[src/hdl/wsps_map.svh]
// Timing constants for the wheel speed pulse sequencer
`ifndef WSPS_MAP_SVH
`define WSPS_MAP_SVH
`define WSPS_CLK_MHZ 250
`define WSPS_POWERUP_TYP_US 210
`define WSPS_POWERUP_MAX_US 273
`define WSPS_CAL_MAX_US 300
`define WSPS_RESET_MIN_MS 590
`define WSPS_RESET_MAX_MS 848
`define WSPS_STARTUP_WIN_MS 590
`define WSPS_OFFSET_CAL_EDGES 3'h4
`define WSPS_UNCAL_EDGES 3'h4
`define WSPS_POWERUP_CYC (`WSPS_POWERUP_TYP_US * `WSPS_CLK_MHZ)
`define WSPS_CAL_CYC (`WSPS_CAL_MAX_US * `WSPS_CLK_MHZ)
`define WSPS_RESET_CYC (`WSPS_RESET_MIN_MS * 1000 * `WSPS_CLK_MHZ)
`define WSPS_STARTUP_CYC (`WSPS_STARTUP_WIN_MS * 1000 * `WSPS_CLK_MHZ)
`endif

[src/hdl/wsps_pkg.sv]
// Types for the wheel speed pulse sequencer
package wsps_pkg;
    typedef enum logic [1:0] {
        WSPS_POWERUP = 2'h0,
        WSPS_CAL = 2'h1,
        WSPS_UNCAL = 2'h3,
        WSPS_RUN = 2'h2
    } wsps_state_t;
    typedef struct packed {
        logic high_current_level;
        logic calibrated;
        logic operational;
    } wsps_status_t;
endpackage : wsps_pkg

[src/hdl/wsps_seq.sv]
// Start-up, calibration and output sequencing of the speed sensor
// Notes on behaviour
// The power-up delay ends 210 us after power-up, never later than 273 us; the block becomes operational once calibration follows.
// Initial calibration lasts at most 300 us and ignores magnetic edges while it runs.
// Every internal reset is followed by the initial calibration delay before edges count.
// Offset calibration takes four edges so outputs are placed right from the fifth edge.
// The first four edges after start run in uncalibrated mode, then calibrated mode follows.
// No edge is suppressed after power-on or reset once calibration has ended.
// The first output pulse appears on the first or second edge after reset.
// After undervoltage or standstill reset the first switch comes within two edges plus calibration delay.
// With no output switching for the reset interval the block resets itself, once per reset interval plus calibration delay.
// Standstill triggers a fresh initial calibration every reset interval plus calibration delay.
// An edge may take up to 590 ms to appear before the start-up attempt lapses.
// Duty cycle is that of the input edges, since each edge toggles the output.
// Uncalibrated output edges follow input edges directly, bounding phase error.
// Only qualified edges, already judged above 3.3 mT by the front end, are counted.
// The output selects low or high supply current and toggles on each qualified edge.
// The control unit decodes the two current levels and tolerates missing start-up pulses.
`timescale 1ns/100ps
`include "wsps_map.svh"
module wsps_seq
    import wsps_pkg::*;
#(
    parameter int unsigned POWERUP_CYC = `WSPS_POWERUP_CYC,
    parameter int unsigned CALIB_CYC = `WSPS_CAL_CYC,
    parameter int unsigned RESET_CYC = `WSPS_RESET_CYC,
    parameter int unsigned STARTUP_CYC = `WSPS_STARTUP_CYC
) (
    input wire logic core_clk_in,
    input wire logic reset_in,
    input wire logic undervoltage_in,
    input wire logic mag_edge_in,
    output logic high_current_level_out,
    output wsps_status_t status_out
);
    localparam logic [31:0] PU_CYC = 32'(POWERUP_CYC);
    localparam logic [31:0] CAL_CYC = 32'(CALIB_CYC);
    localparam logic [31:0] RST_CYC = 32'(RESET_CYC);
    localparam logic [31:0] SU_CYC = 32'(STARTUP_CYC);

    // Live states are the only ones in which edges count
    function automatic logic wsps_live(input wsps_state_t s);
        return (s == WSPS_UNCAL) || (s == WSPS_RUN);
    endfunction : wsps_live

    wsps_state_t state_r;
    wsps_state_t state_nxt;
    logic [31:0] phase_cnt_r;
    logic [31:0] idle_cnt_r;
    logic [2:0] edge_cnt_r;
    logic out_r;

    // Any internal reset source
    wire logic int_reset = undervoltage_in || (idle_cnt_r >= RST_CYC - 32'h1);
    wire logic phase_done = (state_r == WSPS_POWERUP) ? (phase_cnt_r >= PU_CYC - 32'h1)
                                                      : (phase_cnt_r >= CAL_CYC - 32'h1);
    // edges ignored
    // first switch window
    // qualified edges only
    wire logic edge_ok = mag_edge_in && wsps_live(state_r);
    wire logic uncal_end = edge_ok && (state_r == WSPS_UNCAL) && (edge_cnt_r == `WSPS_UNCAL_EDGES - 3'h1);

    always_comb begin
        state_nxt = state_r;
        case (state_r)
            // power-up delay
            WSPS_POWERUP: if (phase_done) state_nxt = WSPS_CAL;
            WSPS_CAL: if (phase_done) state_nxt = WSPS_UNCAL;
            // offset calibration edges
            // uncal to cal
            WSPS_UNCAL: if (uncal_end) state_nxt = WSPS_RUN;
            WSPS_RUN: state_nxt = WSPS_RUN;
            default: state_nxt = WSPS_POWERUP;
        endcase
        // reset recalibrates
        // standstill recalibration
        if (int_reset) begin
            state_nxt = WSPS_CAL;
        end
    end

    always_ff @(posedge core_clk_in) begin
        if (reset_in) begin
            state_r <= WSPS_POWERUP;
            phase_cnt_r <= 32'h0;
        end else begin
            state_r <= state_nxt;
            phase_cnt_r <= (state_nxt != state_r || int_reset) ? 32'h0 : phase_cnt_r + 32'h1;
        end
    end

    always_ff @(posedge core_clk_in) begin
        if (reset_in || int_reset || state_r == WSPS_CAL) begin
            edge_cnt_r <= 3'h0;
        end else if (edge_ok && edge_cnt_r != `WSPS_OFFSET_CAL_EDGES) begin
            edge_cnt_r <= edge_cnt_r + 3'h1;
        end
    end

    // standstill watchdog
    // start-up window
    always_ff @(posedge core_clk_in) begin
        if (reset_in || int_reset || edge_ok || state_r == WSPS_POWERUP || state_r == WSPS_CAL) begin
            idle_cnt_r <= 32'h0;
        end else begin
            idle_cnt_r <= idle_cnt_r + 32'h1;
        end
    end

    // no suppression
    // first edge switches
    // duty follows input
    // direct edge placement
    // current toggle
    always_ff @(posedge core_clk_in) begin
        if (reset_in) begin
            out_r <= 1'b0;
        end else if (edge_ok) begin
            out_r <= ~out_r;
        end
    end

    assign high_current_level_out = out_r;
    assign status_out = '{high_current_level: out_r,
                          calibrated: (state_r == WSPS_RUN),
                          operational: wsps_live(state_r)};

    a_powerup_time: assert property (@(posedge core_clk_in) disable iff (reset_in || undervoltage_in)
        ($fell(state_r == WSPS_POWERUP) && !$past(undervoltage_in)) |-> $past(phase_cnt_r) == PU_CYC - 32'h1)
        else $error("power-up delay length wrong");
    a_cal_ignores_edge: assert property (@(posedge core_clk_in) disable iff (reset_in)
        (state_r == WSPS_CAL && mag_edge_in) |=> $stable(out_r))
        else $error("edge switched output during calibration");
    a_reset_recal: assert property (@(posedge core_clk_in) disable iff (reset_in)
        (undervoltage_in && state_r != WSPS_POWERUP) |=> state_r == WSPS_CAL)
        else $error("internal reset did not restart calibration");
    a_four_uncal_edges: assert property (@(posedge core_clk_in) disable iff (reset_in)
        (state_r == WSPS_UNCAL && state_nxt == WSPS_RUN) |-> edge_cnt_r == 3'h3 && edge_ok)
        else $error("calibrated mode entered on wrong edge");
    a_edge_toggles: assert property (@(posedge core_clk_in) disable iff (reset_in)
        edge_ok |=> out_r != $past(out_r))
        else $error("qualified edge did not toggle output");
    a_watchdog_bound: assert property (@(posedge core_clk_in) disable iff (reset_in)
        idle_cnt_r < RST_CYC)
        else $error("watchdog exceeded reset interval");
    a_no_suppress: assert property (@(posedge core_clk_in) disable iff (reset_in)
        (state_r == WSPS_UNCAL && mag_edge_in && !undervoltage_in) |=> $changed(out_r))
        else $error("first edges suppressed");
    a_startup_window: assert property (@(posedge core_clk_in) disable iff (reset_in)
        (state_r == WSPS_UNCAL && idle_cnt_r == SU_CYC - 32'h1 && !mag_edge_in) |=> state_r == WSPS_CAL)
        else $error("start-up window did not lapse");

    // Phase lengths and calibration
    a_cal_length: assert property (@(posedge core_clk_in) disable iff (reset_in)
        $fell(state_r == WSPS_CAL) |-> $past(phase_cnt_r) == CAL_CYC - 32'h1)
        else $error("calibration delay length wrong");
    a_cal_phase_bound: assert property (@(posedge core_clk_in) disable iff (reset_in)
        (state_r == WSPS_CAL) |-> phase_cnt_r < CAL_CYC)
        else $error("calibration counter overran");
    a_powerup_bound: assert property (@(posedge core_clk_in) disable iff (reset_in)
        (state_r == WSPS_POWERUP) |-> phase_cnt_r < PU_CYC)
        else $error("power-up counter overran");
    a_no_edge_powerup: assert property (@(posedge core_clk_in) disable iff (reset_in)
        (state_r == WSPS_POWERUP && mag_edge_in) |=> $stable(out_r))
        else $error("edge switched output during power-up");
    a_cal_no_count: assert property (@(posedge core_clk_in) disable iff (reset_in)
        (state_r == WSPS_CAL) |=> edge_cnt_r == 3'h0)
        else $error("edge count kept through calibration");
    a_uv_clears_edges: assert property (@(posedge core_clk_in) disable iff (reset_in)
        undervoltage_in |=> edge_cnt_r == 3'h0)
        else $error("undervoltage kept edge count");
    a_operational_gap: assert property (@(posedge core_clk_in) disable iff (reset_in)
        $rose(status_out.operational) |-> $past(state_r) == WSPS_CAL)
        else $error("live state entered without calibration");

    // Edge counting and output switching
    a_uncal_edge_limit: assert property (@(posedge core_clk_in) disable iff (reset_in)
        (state_r == WSPS_UNCAL) |-> edge_cnt_r < `WSPS_UNCAL_EDGES)
        else $error("too many edges in uncalibrated mode");
    a_run_after_four: assert property (@(posedge core_clk_in) disable iff (reset_in)
        $rose(state_r == WSPS_RUN) |-> edge_cnt_r == `WSPS_OFFSET_CAL_EDGES)
        else $error("calibrated mode without four edges");
    a_edge_count_step: assert property (@(posedge core_clk_in) disable iff (reset_in)
        (edge_ok && state_r == WSPS_UNCAL && !int_reset) |=> edge_cnt_r == $past(edge_cnt_r) + 3'h1)
        else $error("uncalibrated edge not counted");
    a_run_stays: assert property (@(posedge core_clk_in) disable iff (reset_in)
        (state_r == WSPS_RUN && !int_reset) |=> state_r == WSPS_RUN)
        else $error("calibrated mode left without reset");
    a_status_calibrated: assert property (@(posedge core_clk_in) disable iff (reset_in)
        status_out.calibrated |-> status_out.operational)
        else $error("calibrated flag without operational flag");
    a_first_edge_switch: assert property (@(posedge core_clk_in) disable iff (reset_in)
        (state_r == WSPS_UNCAL && edge_cnt_r == 3'h0 && mag_edge_in) |=> $changed(high_current_level_out))
        else $error("first edge did not switch output");
    a_duty_follows: assert property (@(posedge core_clk_in) disable iff (reset_in)
        edge_ok |=> high_current_level_out == !$past(high_current_level_out))
        else $error("output level did not follow edge");
    a_run_output_follows: assert property (@(posedge core_clk_in) disable iff (reset_in)
        (state_r == WSPS_RUN && mag_edge_in) |=> $changed(high_current_level_out))
        else $error("calibrated edge did not switch output");
    a_toggle_only_edge: assert property (@(posedge core_clk_in) disable iff (reset_in)
        !edge_ok |=> $stable(high_current_level_out))
        else $error("output switched without qualified edge");

    // Standstill watchdog
    a_idle_clear_edge: assert property (@(posedge core_clk_in) disable iff (reset_in)
        edge_ok |=> idle_cnt_r == 32'h0)
        else $error("edge did not restart watchdog");
    a_idle_frozen_cal: assert property (@(posedge core_clk_in) disable iff (reset_in)
        (state_r == WSPS_CAL) |=> idle_cnt_r == 32'h0)
        else $error("start-up window ran during calibration");
    a_standstill_recal: assert property (@(posedge core_clk_in) disable iff (reset_in)
        (status_out.operational && idle_cnt_r == RST_CYC - 32'h1) |=> state_r == WSPS_CAL && idle_cnt_r == 32'h0)
        else $error("standstill did not recalibrate");
    a_phase_restart: assert property (@(posedge core_clk_in) disable iff (reset_in)
        (state_r == WSPS_RUN && int_reset) |=> phase_cnt_r == 32'h0)
        else $error("recalibration did not restart its timer");

    // Main scenarios
    c_reach_run: cover property (@(posedge core_clk_in) state_r == WSPS_UNCAL ##1 state_r == WSPS_RUN);
    c_undervoltage: cover property (@(posedge core_clk_in) state_r == WSPS_RUN && undervoltage_in);
    c_standstill: cover property (@(posedge core_clk_in) idle_cnt_r == RST_CYC - 32'h1);
    c_cal_done: cover property (@(posedge core_clk_in) state_r == WSPS_CAL ##1 state_r == WSPS_UNCAL);
    c_back_to_back: cover property (@(posedge core_clk_in) edge_ok ##1 edge_ok);
endmodule : wsps_seq

[config.mk]
export PLATFORM = sky130hd
export DESIGN_NAME = wsps_seq
export DESIGN_NICKNAME = d
export VERILOG_FILES = /design/src/hdl/wsps_pkg.sv /design/src/hdl/wsps_seq.sv
export VERILOG_INCLUDE_DIRS = /design/src /design/src/hdl
export SDC_FILE = /design/constraint.sdc
export NUM_CORES = 1
export LEC_CHECK = 0
export BUFFER_PORTS_ARGS = -buffer_cell sky130_fd_sc_hd__buf_2
export CORE_MARGIN = 4
export CORE_UTILIZATION = 45
export DETAILED_ROUTE_END_ITERATION = 10
export GPL_ROUTABILITY_DRIVEN = 0
export PLACE_DENSITY = 0.57
export SYNTH_ARGS = -nofsm -noshare
export SYNTH_HDL_FRONTEND = slang
export SYNTH_SLANG_ARGS = --single-unit
[constraint.sdc]
create_clock -name core_clk_in -period 6.1 [get_ports core_clk_in]
set_input_delay 0 -clock core_clk_in [delete_from_list [all_inputs] [get_ports core_clk_in]]
set_output_delay 0 -clock core_clk_in [all_outputs]
set_load 0.03 [all_outputs]
==> metrics.md, run 1 <==
| Metric | Value |
|---|---|
| Die Y | `96.7 µm` |
| Power share of the combinational group | `1.3%` |
| Largest family of logic cells by synthesized area | `simple AND/OR/NAND/NOR gates` |
| PD cells | `232 nW/µm²` |
| Vias in the first global route | `2753` |
| Worst Reg-to-Reg Cells | `6` |
| H-Tree Level Count | `3` |
| Worst-Margin Slew | `1.20 ns` |
| Num CTS Buffers | `9` |
| Initial Util | `46.1%` |
| Area share of the leading cell type in the synthesized netlist | `39.5%` |
| Kind of critical path | `flip-flop to flip-flop` |
| Clk_lat worst skew | `0.35 ns` |
| Met2 routed WL | `3380 µm` |
| Mapped cell area | `3540 µm²` |
| Final Max Tran Viols | `0` |
| Syn Area/Cell | `8.81 µm²` |
| Hold Fails Final Rpt | `0` |
| Congestion Overflow GR | `0` |
| Syn-to-layout area delta | `8.30%` |
| Final Instance Count excl. Fillers | `505` |
| Area occupied by multi-input gates | `1960 µm²` |
| DRC violations left | `0` |
| Worst setup EP type | `flip-flop` |
| Internal Power | `0.713 mW` |
| WP data arrival | `3.06 ns` |
| Via count | `2898` |
| Crit path cell chain | `or3b_1 -> nor4_2 -> or4b_1 -> a21boi_4 -> buf_4 -> nor4_1` |
| # Max-Cap Violations | `0` |
| Wire length on met3 | `180 µm` |
| Post-Place Cell Area | `3600 µm²` |
| Ys flop type | `dfxtp_1` |
| Final Skew | `0.0117 ns` |
| Place WS | `3.22 ns` |
| Largest net degree at the start of global routing | `63` |
| Maximum fanout along the worst path | `50` |
| Antenna violations before repair | `0` |
| Synth Warn # | `0` |
| IO buf count | `7` |
| Hold path cells | `5` |
| Sw Pwr | `0.178 mW` |
| Root buf cell | `clkbuf_8` |
| Xor/xnor share of the synthesized area | `14.1%` |
| Leakage power | `1.01 nW` |
| Worst-path clk slew | `0.08 ns` |
| Setup TNS | `0 ns` |
| Adder-cell share of the synthesized area | `2.12%` |
| Post-DP HPWL | `4810 µm` |
| DP Cell Count | `489` |
| Combined flip-flop and latch cell area | `1400 µm²` |
| Post-Synth Simple-Gate Area | `32.5%` |
| I/O Pins | `8` |
| Slowest cell on crit path | `buf_4` |
| Slowest stage delay, CP | `0.55 ns` |
| Diodes inserted | `0` |
| Post-route ant nets | `0` |
| Leading area contributor after synthesis | `dfxtp_1` |
| Placeable Area | `7690 µm²` |
| Pre-antenna DRT Iters | `4` |
| Worst IR Drop VDD | `0.156 mV` |
| Yosys cell types | `44` |
| Row count | `32` |
| Rel. slew slack | `19.8%` |
| Global-route wire length before repair | `13000 µm` |
| Vias per inst | `5.74` |
| EDFF count, synth | `0` |
| CTS Buffer Depth | `2` |
| Tmin final | `2.88 ns` |
| Met1 WL | `3840 µm` |
| Register area share after synthesis | `39.5%` |
| Die area | `9360 µm²` |
| Largest cells by area after synthesis | `dfxtp_1 (40%), nor4_1 (13%), xnor2_1 (9.4%)` |
| HP Class | `primary input to flip-flop` |
| CTS tree | `done` |
| Nets | `409` |
| Max layer used | `met4` |
| Startpoint Class | `flip-flop` |
| Sequential power share | `51.6%` |
| Sink Count | `70` |
| Final period utilization | `47.2%` |
| Post-CTS Setup Bufs | `0` |
| Flops & latches, synth | `70` |
| DR WL/cell | `14.9 µm` |
| Die width | `96.7 µm` |
| Share of cells above drive strength 1 | `8.44%` |
| DRT iter0 DRCs | `166` |
| Async SR Flop Fraction | `0%` |
| Syn Inst Count | `402` |
| Setup repair after global routing missed its margin | `false` |
| Most common cell in the synthesized netlist | `nor4_1` |
| Sw Share | `20.0%` |
| Post-synthesis compound-gate area fraction | `5.30%` |
| Final WS setup | `3.22 ns` |
| Critical path startpoint | `idle_cnt_r[17]` |
| Outcome | `finished, final reports clean` |
| Highest clock rate | `347 MHz` |
| Reg2Reg Launch Point | `idle_cnt_r[17]` |
| Worst hold start | `undervoltage_in` |
| Gr usage total | `16.5%` |
| Multiplexer share of the synthesized area | `0.282%` |
| Final Cell Area | `3840 µm²` |
| Setup Viol. Count Final | `0` |
| Routed WL | `7510 µm` |
| Synth top cells by count | `nor4_1 (71), dfxtp_1 (70), xnor2_1 (38)` |
| Clock share of power | `47.1%` |
| Filler cells | `773` |
| Data required, critical path | `6.28 ns` |
## layer usage
layer | track usage [%] | vias up
li1 | - | 1479
met1 | 22.2 | 1382
met2 | 26.0 | 28
met3 | 3.60 | 9
met4 | 5.72 | 0
met5 | 0 | -
## cells by family (layout without fill, tap and decap cells)
| kind of cell | count (synthesis) | after routing |
|---|---|---|
| simple gates | 195 | 195 |
| flops | 70 | 70 |
| xor+xnor | 57 | 57 |
| buf+inv | 44 | 42 |
| compound gates | 28 | 28 |
| fa+ha+maj | 6 | 6 |
| other cells | 1 | 4 |
| mux | 1 | 1 |
## layout make-up
class                      count  share of cell area [%]
timing repair buffer          10                    1.57
clock buffer                  12                    4.04
multi-input combinational    291                    51.1
inverter                      17                    1.66
clock inverter                 3                    1.76
tap                          102                    3.33
sequential                    70                    36.5
## timing repair
| item | 4_1_cts | 5_1_grt |
|---|---|---|
| hold buffers | 1 | 0 |
| gates resized for setup | 0 | 0 |
| endpoints found under the hold margin | 4 | 0 |
## worst max-delay path, delay by kind of cell (launching register included)
kind	cells	cell delay, ns
simple gates	4	1.26
compound gates	1	0.43
buf+inv	1	0.55
flops	1	0.42
## power by group through the flow
| stage | Clock [mW] | Sequential [mW] | Combinational, mW |
|---|---|---|---|
| final | 0.419 | 0.459 | 0.0118 |
| after global routing | 0.453 | 0.460 | 0.0132 |
| after CTS | 0.431 | 0.459 | 0.0118 |
| after detailed placement | 0 | 0.470 | 0.0113 |
| after global placement | 0 | 0.470 | 0.0113 |
| after floorplan | 0 | 0.470 | 0.00719 |
## cell usage in the layout (no fill, tap or decap), types with 2 or more instances in the layout
cell / instances
a31oi_1: 2
nand2b_1: 2
nor4_1: 71
nor4_2: 7
or4_1: 4
inv_1: 17
o21ai_0: 3
nor2_1: 16
xor2_1: 19
nor4b_1: 3
nand3_1: 23
nand4_1: 12
conb_1: 4
buf_4: 2
xnor2_1: 38
nor3_1: 20
o31ai_1: 2
or3_1: 2
o211ai_1: 3
buf_2: 7
nand3b_1: 2
bufinv_16: 2
clkbuf_8: 11
nand2_1: 22
a21oi_1: 8
dfxtp_1: 70
ha_1: 6
and4_1: 5
## worst paths after layout
| check | end | slack (ns) |
|---|---|---|
| setup / recovery | phase_cnt_r[26] | 3.22 |
| hold reg to reg | idle_cnt_r[27] | 0.53 |
| setup reg to reg | phase_cnt_r[26] | 3.22 |
| hold / removal | phase_cnt_r[4] | 0.03 |
## registers in the layout, summed over array words and instances, names as in the netlist
signal,count
idle_cnt_r,32
edge_cnt_r,3
state_r,2
high_current_level_out,1
phase_cnt_r,32
## metrics by stage
step	utilization, %	hold WS [ns]	total power, mW
floorplan	-	0.0724	0.477
global placement	46.9	0.225	0.481
detailed placement	46.9	0.233	0.481
CTS	49.9	0.0314	0.903
global route	49.9	0.0803	0.926
finish	49.9	0.0347	0.890
No activity file was read; power rests on OpenSTA's default activity.
==> inputs of run 2 (changes only) <==
Settings changed: PLACE_DENSITY 0.57 to 0.59.
Clock period 6.1 ns to 2.4 ns, I/O delays scaled along.
==> run 2 against run 1 <==
  * Sequential power rose to 2.5 times the previous value
  * Sequential share of layout area fell by 1.0 points
  * Routed wire length fell by 1.9%
  * Clock power rose to 2.5 times the previous value
  * Cell count rose by 2.2%
  * Die area did not move
  * Fmax rose by 30%
  * Highest routed layer unchanged
  * Largest cell class unchanged
  * Register-to-register slack got worse by 3.0 ns
  * Critical endpoint is now phase_cnt_r[12]
  * Global-route usage rose by 0.15 points
  * Core utilization rose by 1.5 points
  * Final area rose by 2.9%
==> metrics.md, run 2 (synthesized netlist as in run 1, its figures left out) <==
| Metric | Value |
|---|---|
| DRC violations left | `0` |
| H-Tree Level Count | `3` |
| Die width | `96.7 µm` |
| Gr usage total | `16.6%` |
| CP bufs+invs | `1` |
| Pre-antenna DRT Iters | `6` |
| IO buf count | `7` |
| Num CTS Buffers | `9` |
| CP delay by family, top | `simple AND/OR/NAND/NOR gates` |
| # Max-Cap Violations | `0` |
| Post-DP HPWL | `4660 µm` |
| Nets | `419` |
| Root buf cell | `clkbuf_8` |
| HP Class | `primary input to flip-flop` |
| Vias in the first global route | `2778` |
| Diodes inserted | `0` |
| Routed WL | `7360 µm` |
| DR WL/cell | `14.3 µm` |
| Largest net degree at the start of global routing | `63` |
| Share of cells above drive strength 1 | `10.6%` |
| Tmin final | `2.22 ns` |
| Leakage power | `1.07 nW` |
| Crit path cell chain | `or3b_1 -> nor4_2 -> or4b_1 -> a21boi_4 -> buf_12 -> nor4_1` |
| Worst-path clk slew | `0.07 ns` |
| Final period utilization | `92.4%` |
| Setup repair after global routing missed its margin | `false` |
| Worst Reg-to-Reg Cells | `6` |
| Final Instance Count excl. Fillers | `516` |
| Post-route ant nets | `0` |
| Worst IR Drop VDD | `0.356 mV` |
| Congestion Overflow GR | `0` |
| I/O Pins | `8` |
| Vias per inst | `5.68` |
| Startpoint Class | `flip-flop` |
| Setup TNS | `0 ns` |
| Final WS setup | `0.182 ns` |
| Sink Count | `70` |
| Hold path cells | `5` |
| DP Cell Count | `499` |
| Die Y | `96.7 µm` |
| PD cells | `570 nW/µm²` |
| Slowest stage delay, CP | `0.51 ns` |
| Hold Fails Final Rpt | `0` |
| Antenna violations before repair | `0` |
| Final Skew | `0.00703 ns` |
| Largest registers | `idle_cnt_r (32), phase_cnt_r (32), edge_cnt_r (3)` |
| Placeable Area | `7690 µm²` |
| Clk_lat worst skew | `0.35 ns` |
| Maximum fanout along the worst path | `54` |
| Highest clock rate | `451 MHz` |
| Worst setup EP type | `flip-flop` |
| Die area | `9360 µm²` |
| CTS tree | `done` |
| Syn-to-layout area delta | `11.5%` |
| Post-CTS Setup Bufs | `0` |
| Slowest cell on crit path | `or4b_1` |
| Kind of critical path | `flip-flop to flip-flop` |
| Worst path depth | `6` |
| Outcome | `finished, final reports clean` |
| Commonest cells after routing, fill and taps aside | `nor4_1 (70), dfxtp_1 (70), xnor2_1 (38), nand3_1 (23), nand2_1 (22)` |
| Setup Viol. Count Final | `0` |
| Final Max Tran Viols | `0` |
| Initial Util | `46.1%` |
| Via count | `2930` |
| CTS Buffer Depth | `2` |
| Place WS | `0.197 ns` |
| Global-route wire length before repair | `13100 µm` |
| WP data arrival | `2.44 ns` |
| DRT iter0 DRCs | `174` |
| Row count | `32` |
| Data required, critical path | `2.62 ns` |
==> run 2: tightest hold or removal path: cells and delay by family <==
| family | cells | cell delay [ns] |
|---|---|---|
| AND/OR/NAND/NOR | 4 | 0.26 |
| buffers and inverters | 1 | 0.07 |
==> run 2: per-layer routing <==
layer  share of wire, %  track usage, %  vias to the layer above
met5                  0               0                        -
met4                1.4            5.18                        0
met3                3.2            4.76                       12
met2                 47            26.6                       37
met1                 49            21.6                     1376
li1                   -               -                     1505
==> run 2: final timing paths <==
kind | slack, ns | end | start
setup / recovery | 0.18 | phase_cnt_r[12] | idle_cnt_r[17]
hold / removal | 0.03 | phase_cnt_r[3] | undervoltage_in
setup reg to reg | 0.18 | phase_cnt_r[12] | idle_cnt_r[17]
hold reg to reg | 0.52 | idle_cnt_r[27] | idle_cnt_r[27]
==> run 2: repair_timing <==
item	CTS	global route
gates resized for setup	0	1
endpoints found under the setup margin	0	21
hold endpoints to repair	4	0
hold buffers	1	0
==> run 2: cell type report <==
type                    instances  area [µm²]
repair buffers                 20         173
multi-input cells             291        1970
clock buffers                  13         149
well taps                     102         128
clock inverters                 3        67.6
fillers                       743        3740
flip-flops and latches         70        1400
inverters                      17        63.8
==> run 2: report_power, final <==
part	switching (mW)	internal, mW
logic	0.0216	0.0125
registers	0.00232	1.17
clock network	0.434	0.615
total	0.458	1.79
==> run 2: per-stage QoR <==
step | utilization, % | instance area, µm² | power [mW] | hold WS (ns)
6_report | 51.4 | 3950 | 2.25 | 0.0283
5_1_grt | 51.4 | 3950 | 2.33 | 0.0433
4_1_cts | 51.3 | 3940 | 2.28 | 0.0197
3_5_place_dp | 48.4 | 3720 | 1.23 | 0.234
3_3_place_gp | 48.4 | 3720 | 1.23 | 0.227
2_1_floorplan | - | 3550 | 1.21 | 0.0724
==> inputs of run 3 (changes only) <==
Settings changed: PLACE_DENSITY 0.59 to default, PLACE_DENSITY_LB_ADDON from default to 0.2.
==> run 3 against run 2 <==
  * Combinational power is 3% lower
  * Count of clock-buffer cells in the layout is 3 lower
  * Sequential share of layout area is 0.49 points lower
  * Sequential cell count stayed put
  * Sequential power hardly changed
  * First-iteration DRC count is 27% lower
  * Die area stayed put
  * Critical path type unchanged
  * Critical endpoint is now state_r[0]
==> metrics.md, run 3 (synthesized netlist as in run 1, its figures left out) <==
| Metric | Value |
|---|---|
| Outcome | `finished, final reports clean` |
| Final Cell Area | `4010 µm²` |
| Worst hold start | `undervoltage_in` |
| Internal Power | `2.00 mW` |
| Gr usage total | `16.5%` |
| Die Y | `96.7 µm` |
| Hold path cells | `5` |
| H-Tree Level Count | `3` |
| Syn-to-layout area delta | `13.0%` |
| Diodes inserted | `0` |
| Tmin final | `2.20 ns` |
| Share of cells above drive strength 1 | `11.3%` |
| Placeable Area | `7690 µm²` |
| IO buf count | `7` |
| Post-DP HPWL | `4700 µm` |
| Final period utilization | `91.8%` |
| Power share of the combinational group | `1.3%` |
| Num CTS Buffers | `9` |
| CTS Hold Buffers Added | `1` |
| PD cells | `616 nW/µm²` |
| I/O Pins | `8` |
| Routed WL | `7320 µm` |
| Hold Fails Final Rpt | `0` |
| Die area | `9360 µm²` |
| Setup TNS | `0 ns` |
| Hold Path Sink | `phase_cnt_r[4]` |
| Final Skew | `0.00684 ns` |
| Clk_lat worst skew | `0.34 ns` |
| HP Class | `primary input to flip-flop` |
| R2R Path End | `state_r[0]` |
| Row count | `32` |
| Sequential power share | `47.3%` |
| CTS tree | `done` |
| Commonest non-fill, non-tap cell in the layout | `nor4_1` |
| Reg2Reg Launch Point | `idle_cnt_r[17]` |
| Data required, critical path | `2.69 ns` |
| Congestion Overflow GR | `0` |
| Worst setup EP type | `flip-flop` |
| Largest net degree at the start of global routing | `63` |
| Reg2reg setup slack | `0.20 ns` |
| # Max-Cap Violations | `0` |
| Highest clock rate | `454 MHz` |
| Post-CTS resize count | `0` |
| Root buf cell | `clkbuf_8` |
| Worst Reg-to-Reg Cells | `6` |
| DR WL/cell | `14.2 µm` |
| Post-Place Cell Area | `3720 µm²` |
| Global-route wire length before repair | `13000 µm` |
| Setup Viol. Count Final | `0` |
| Largest registers | `idle_cnt_r (32), phase_cnt_r (32), edge_cnt_r (3)` |
| Sw Pwr | `0.468 mW` |
| Commonest cells after routing, fill and taps aside | `nor4_1 (71), dfxtp_1 (70), xnor2_1 (38), nand3_1 (23), nand2_1 (22)` |
| Sink Count | `70` |
| Kind of critical path | `flip-flop to flip-flop` |
| Worst IR Drop VDD | `0.355 mV` |
| Nets | `420` |
| Clock share of power | `51.3%` |
| Pre-antenna DRT Iters | `4` |
| Setup repair after global routing missed its margin | `false` |
| Vias per inst | `5.72` |
| Startpoint Class | `flip-flop` |
| Post-CTS Setup Bufs | `0` |
| Leakage power | `1.10 nW` |
| Antenna violations before repair | `0` |
| Via count | `2957` |
| DRC violations left | `0` |
| WP data arrival | `2.49 ns` |
| Final Max Tran Viols | `0` |
| Worst-path clk slew | `0.07 ns` |
| Maximum fanout along the worst path | `19` |
| DRT iter0 DRCs | `127` |
| Post-route ant nets | `0` |
| Vias in the first global route | `2805` |
| Sw Share | `19.0%` |
| Die width | `96.7 µm` |
| Initial Util | `46.1%` |
| CTS Buffer Depth | `2` |
run 3: area by class of cell:
class | count | area (µm²)
Inverter | 17 | 63.8
Clock inverter | 6 | 133
Timing Repair Buffer | 21 | 180
Multi-Input combinational cell | 291 | 1960
Fill cell | 749 | 3680
Clock buffer | 10 | 138
Tap cell | 102 | 128
Sequential cell | 70 | 1400
run 3: stage by stage:
step | utilization, % | cells | power, mW | worst slack, ns | hold slack, ns
after detailed placement | 48.5 | 500 | 1.23 | 0.204 | 0.236
after CTS | 52.1 | 517 | 2.50 | 0.185 | 0.0125
after floorplan | - | 405 | 1.21 | 0.390 | 0.0724
final | 52.1 | 517 | 2.47 | 0.196 | 0.0322
after global placement | 48.5 | 500 | 1.23 | 0.262 | 0.229
after global routing | 52.1 | 517 | 2.56 | 0.00575 | 0.0392
run 3: power by group through the flow:
stage | logic, mW | registers, mW | clock network [mW]
floorplan | 0.0183 | 1.19 | 0
global placement | 0.0320 | 1.19 | 0
detailed placement | 0.0321 | 1.19 | 0
CTS | 0.0333 | 1.17 | 1.30
global route | 0.0369 | 1.17 | 1.35
finish | 0.0332 | 1.17 | 1.27
run 3: worst max-delay path by stage:
stage	from	endpoint	slack, ns	cells after the start
CTS	idle_cnt_r[17]	state_r[1]	0.18	6
floorplan	idle_cnt_r[17]	phase_cnt_r[24]	0.39	7
global route	phase_cnt_r[0]	phase_cnt_r[21]	0.006	8
global placement	idle_cnt_r[17]	state_r[0]	0.26	6
finish	idle_cnt_r[17]	state_r[0]	0.20	6
detailed placement	idle_cnt_r[17]	edge_cnt_r[1]	0.20	6
run 3: per-layer routing:
metal	global-route usage (%)	wire length, µm	part of all wire [%]
met4	4.54	79	1.1
met3	4.61	236	3.2
met2	27.1	3510	48
met5	0	0	0
met1	21.1	3500	48
run 3: critical path, stage by stage, from the launching register on:
cell and delay (ns):
dfxtp_1 0.41, or3b_1 0.38, nor4_2 0.18, or4b_1 0.52, a21boi_4 0.22, buf_4 0.27, o21ba_2 0.17
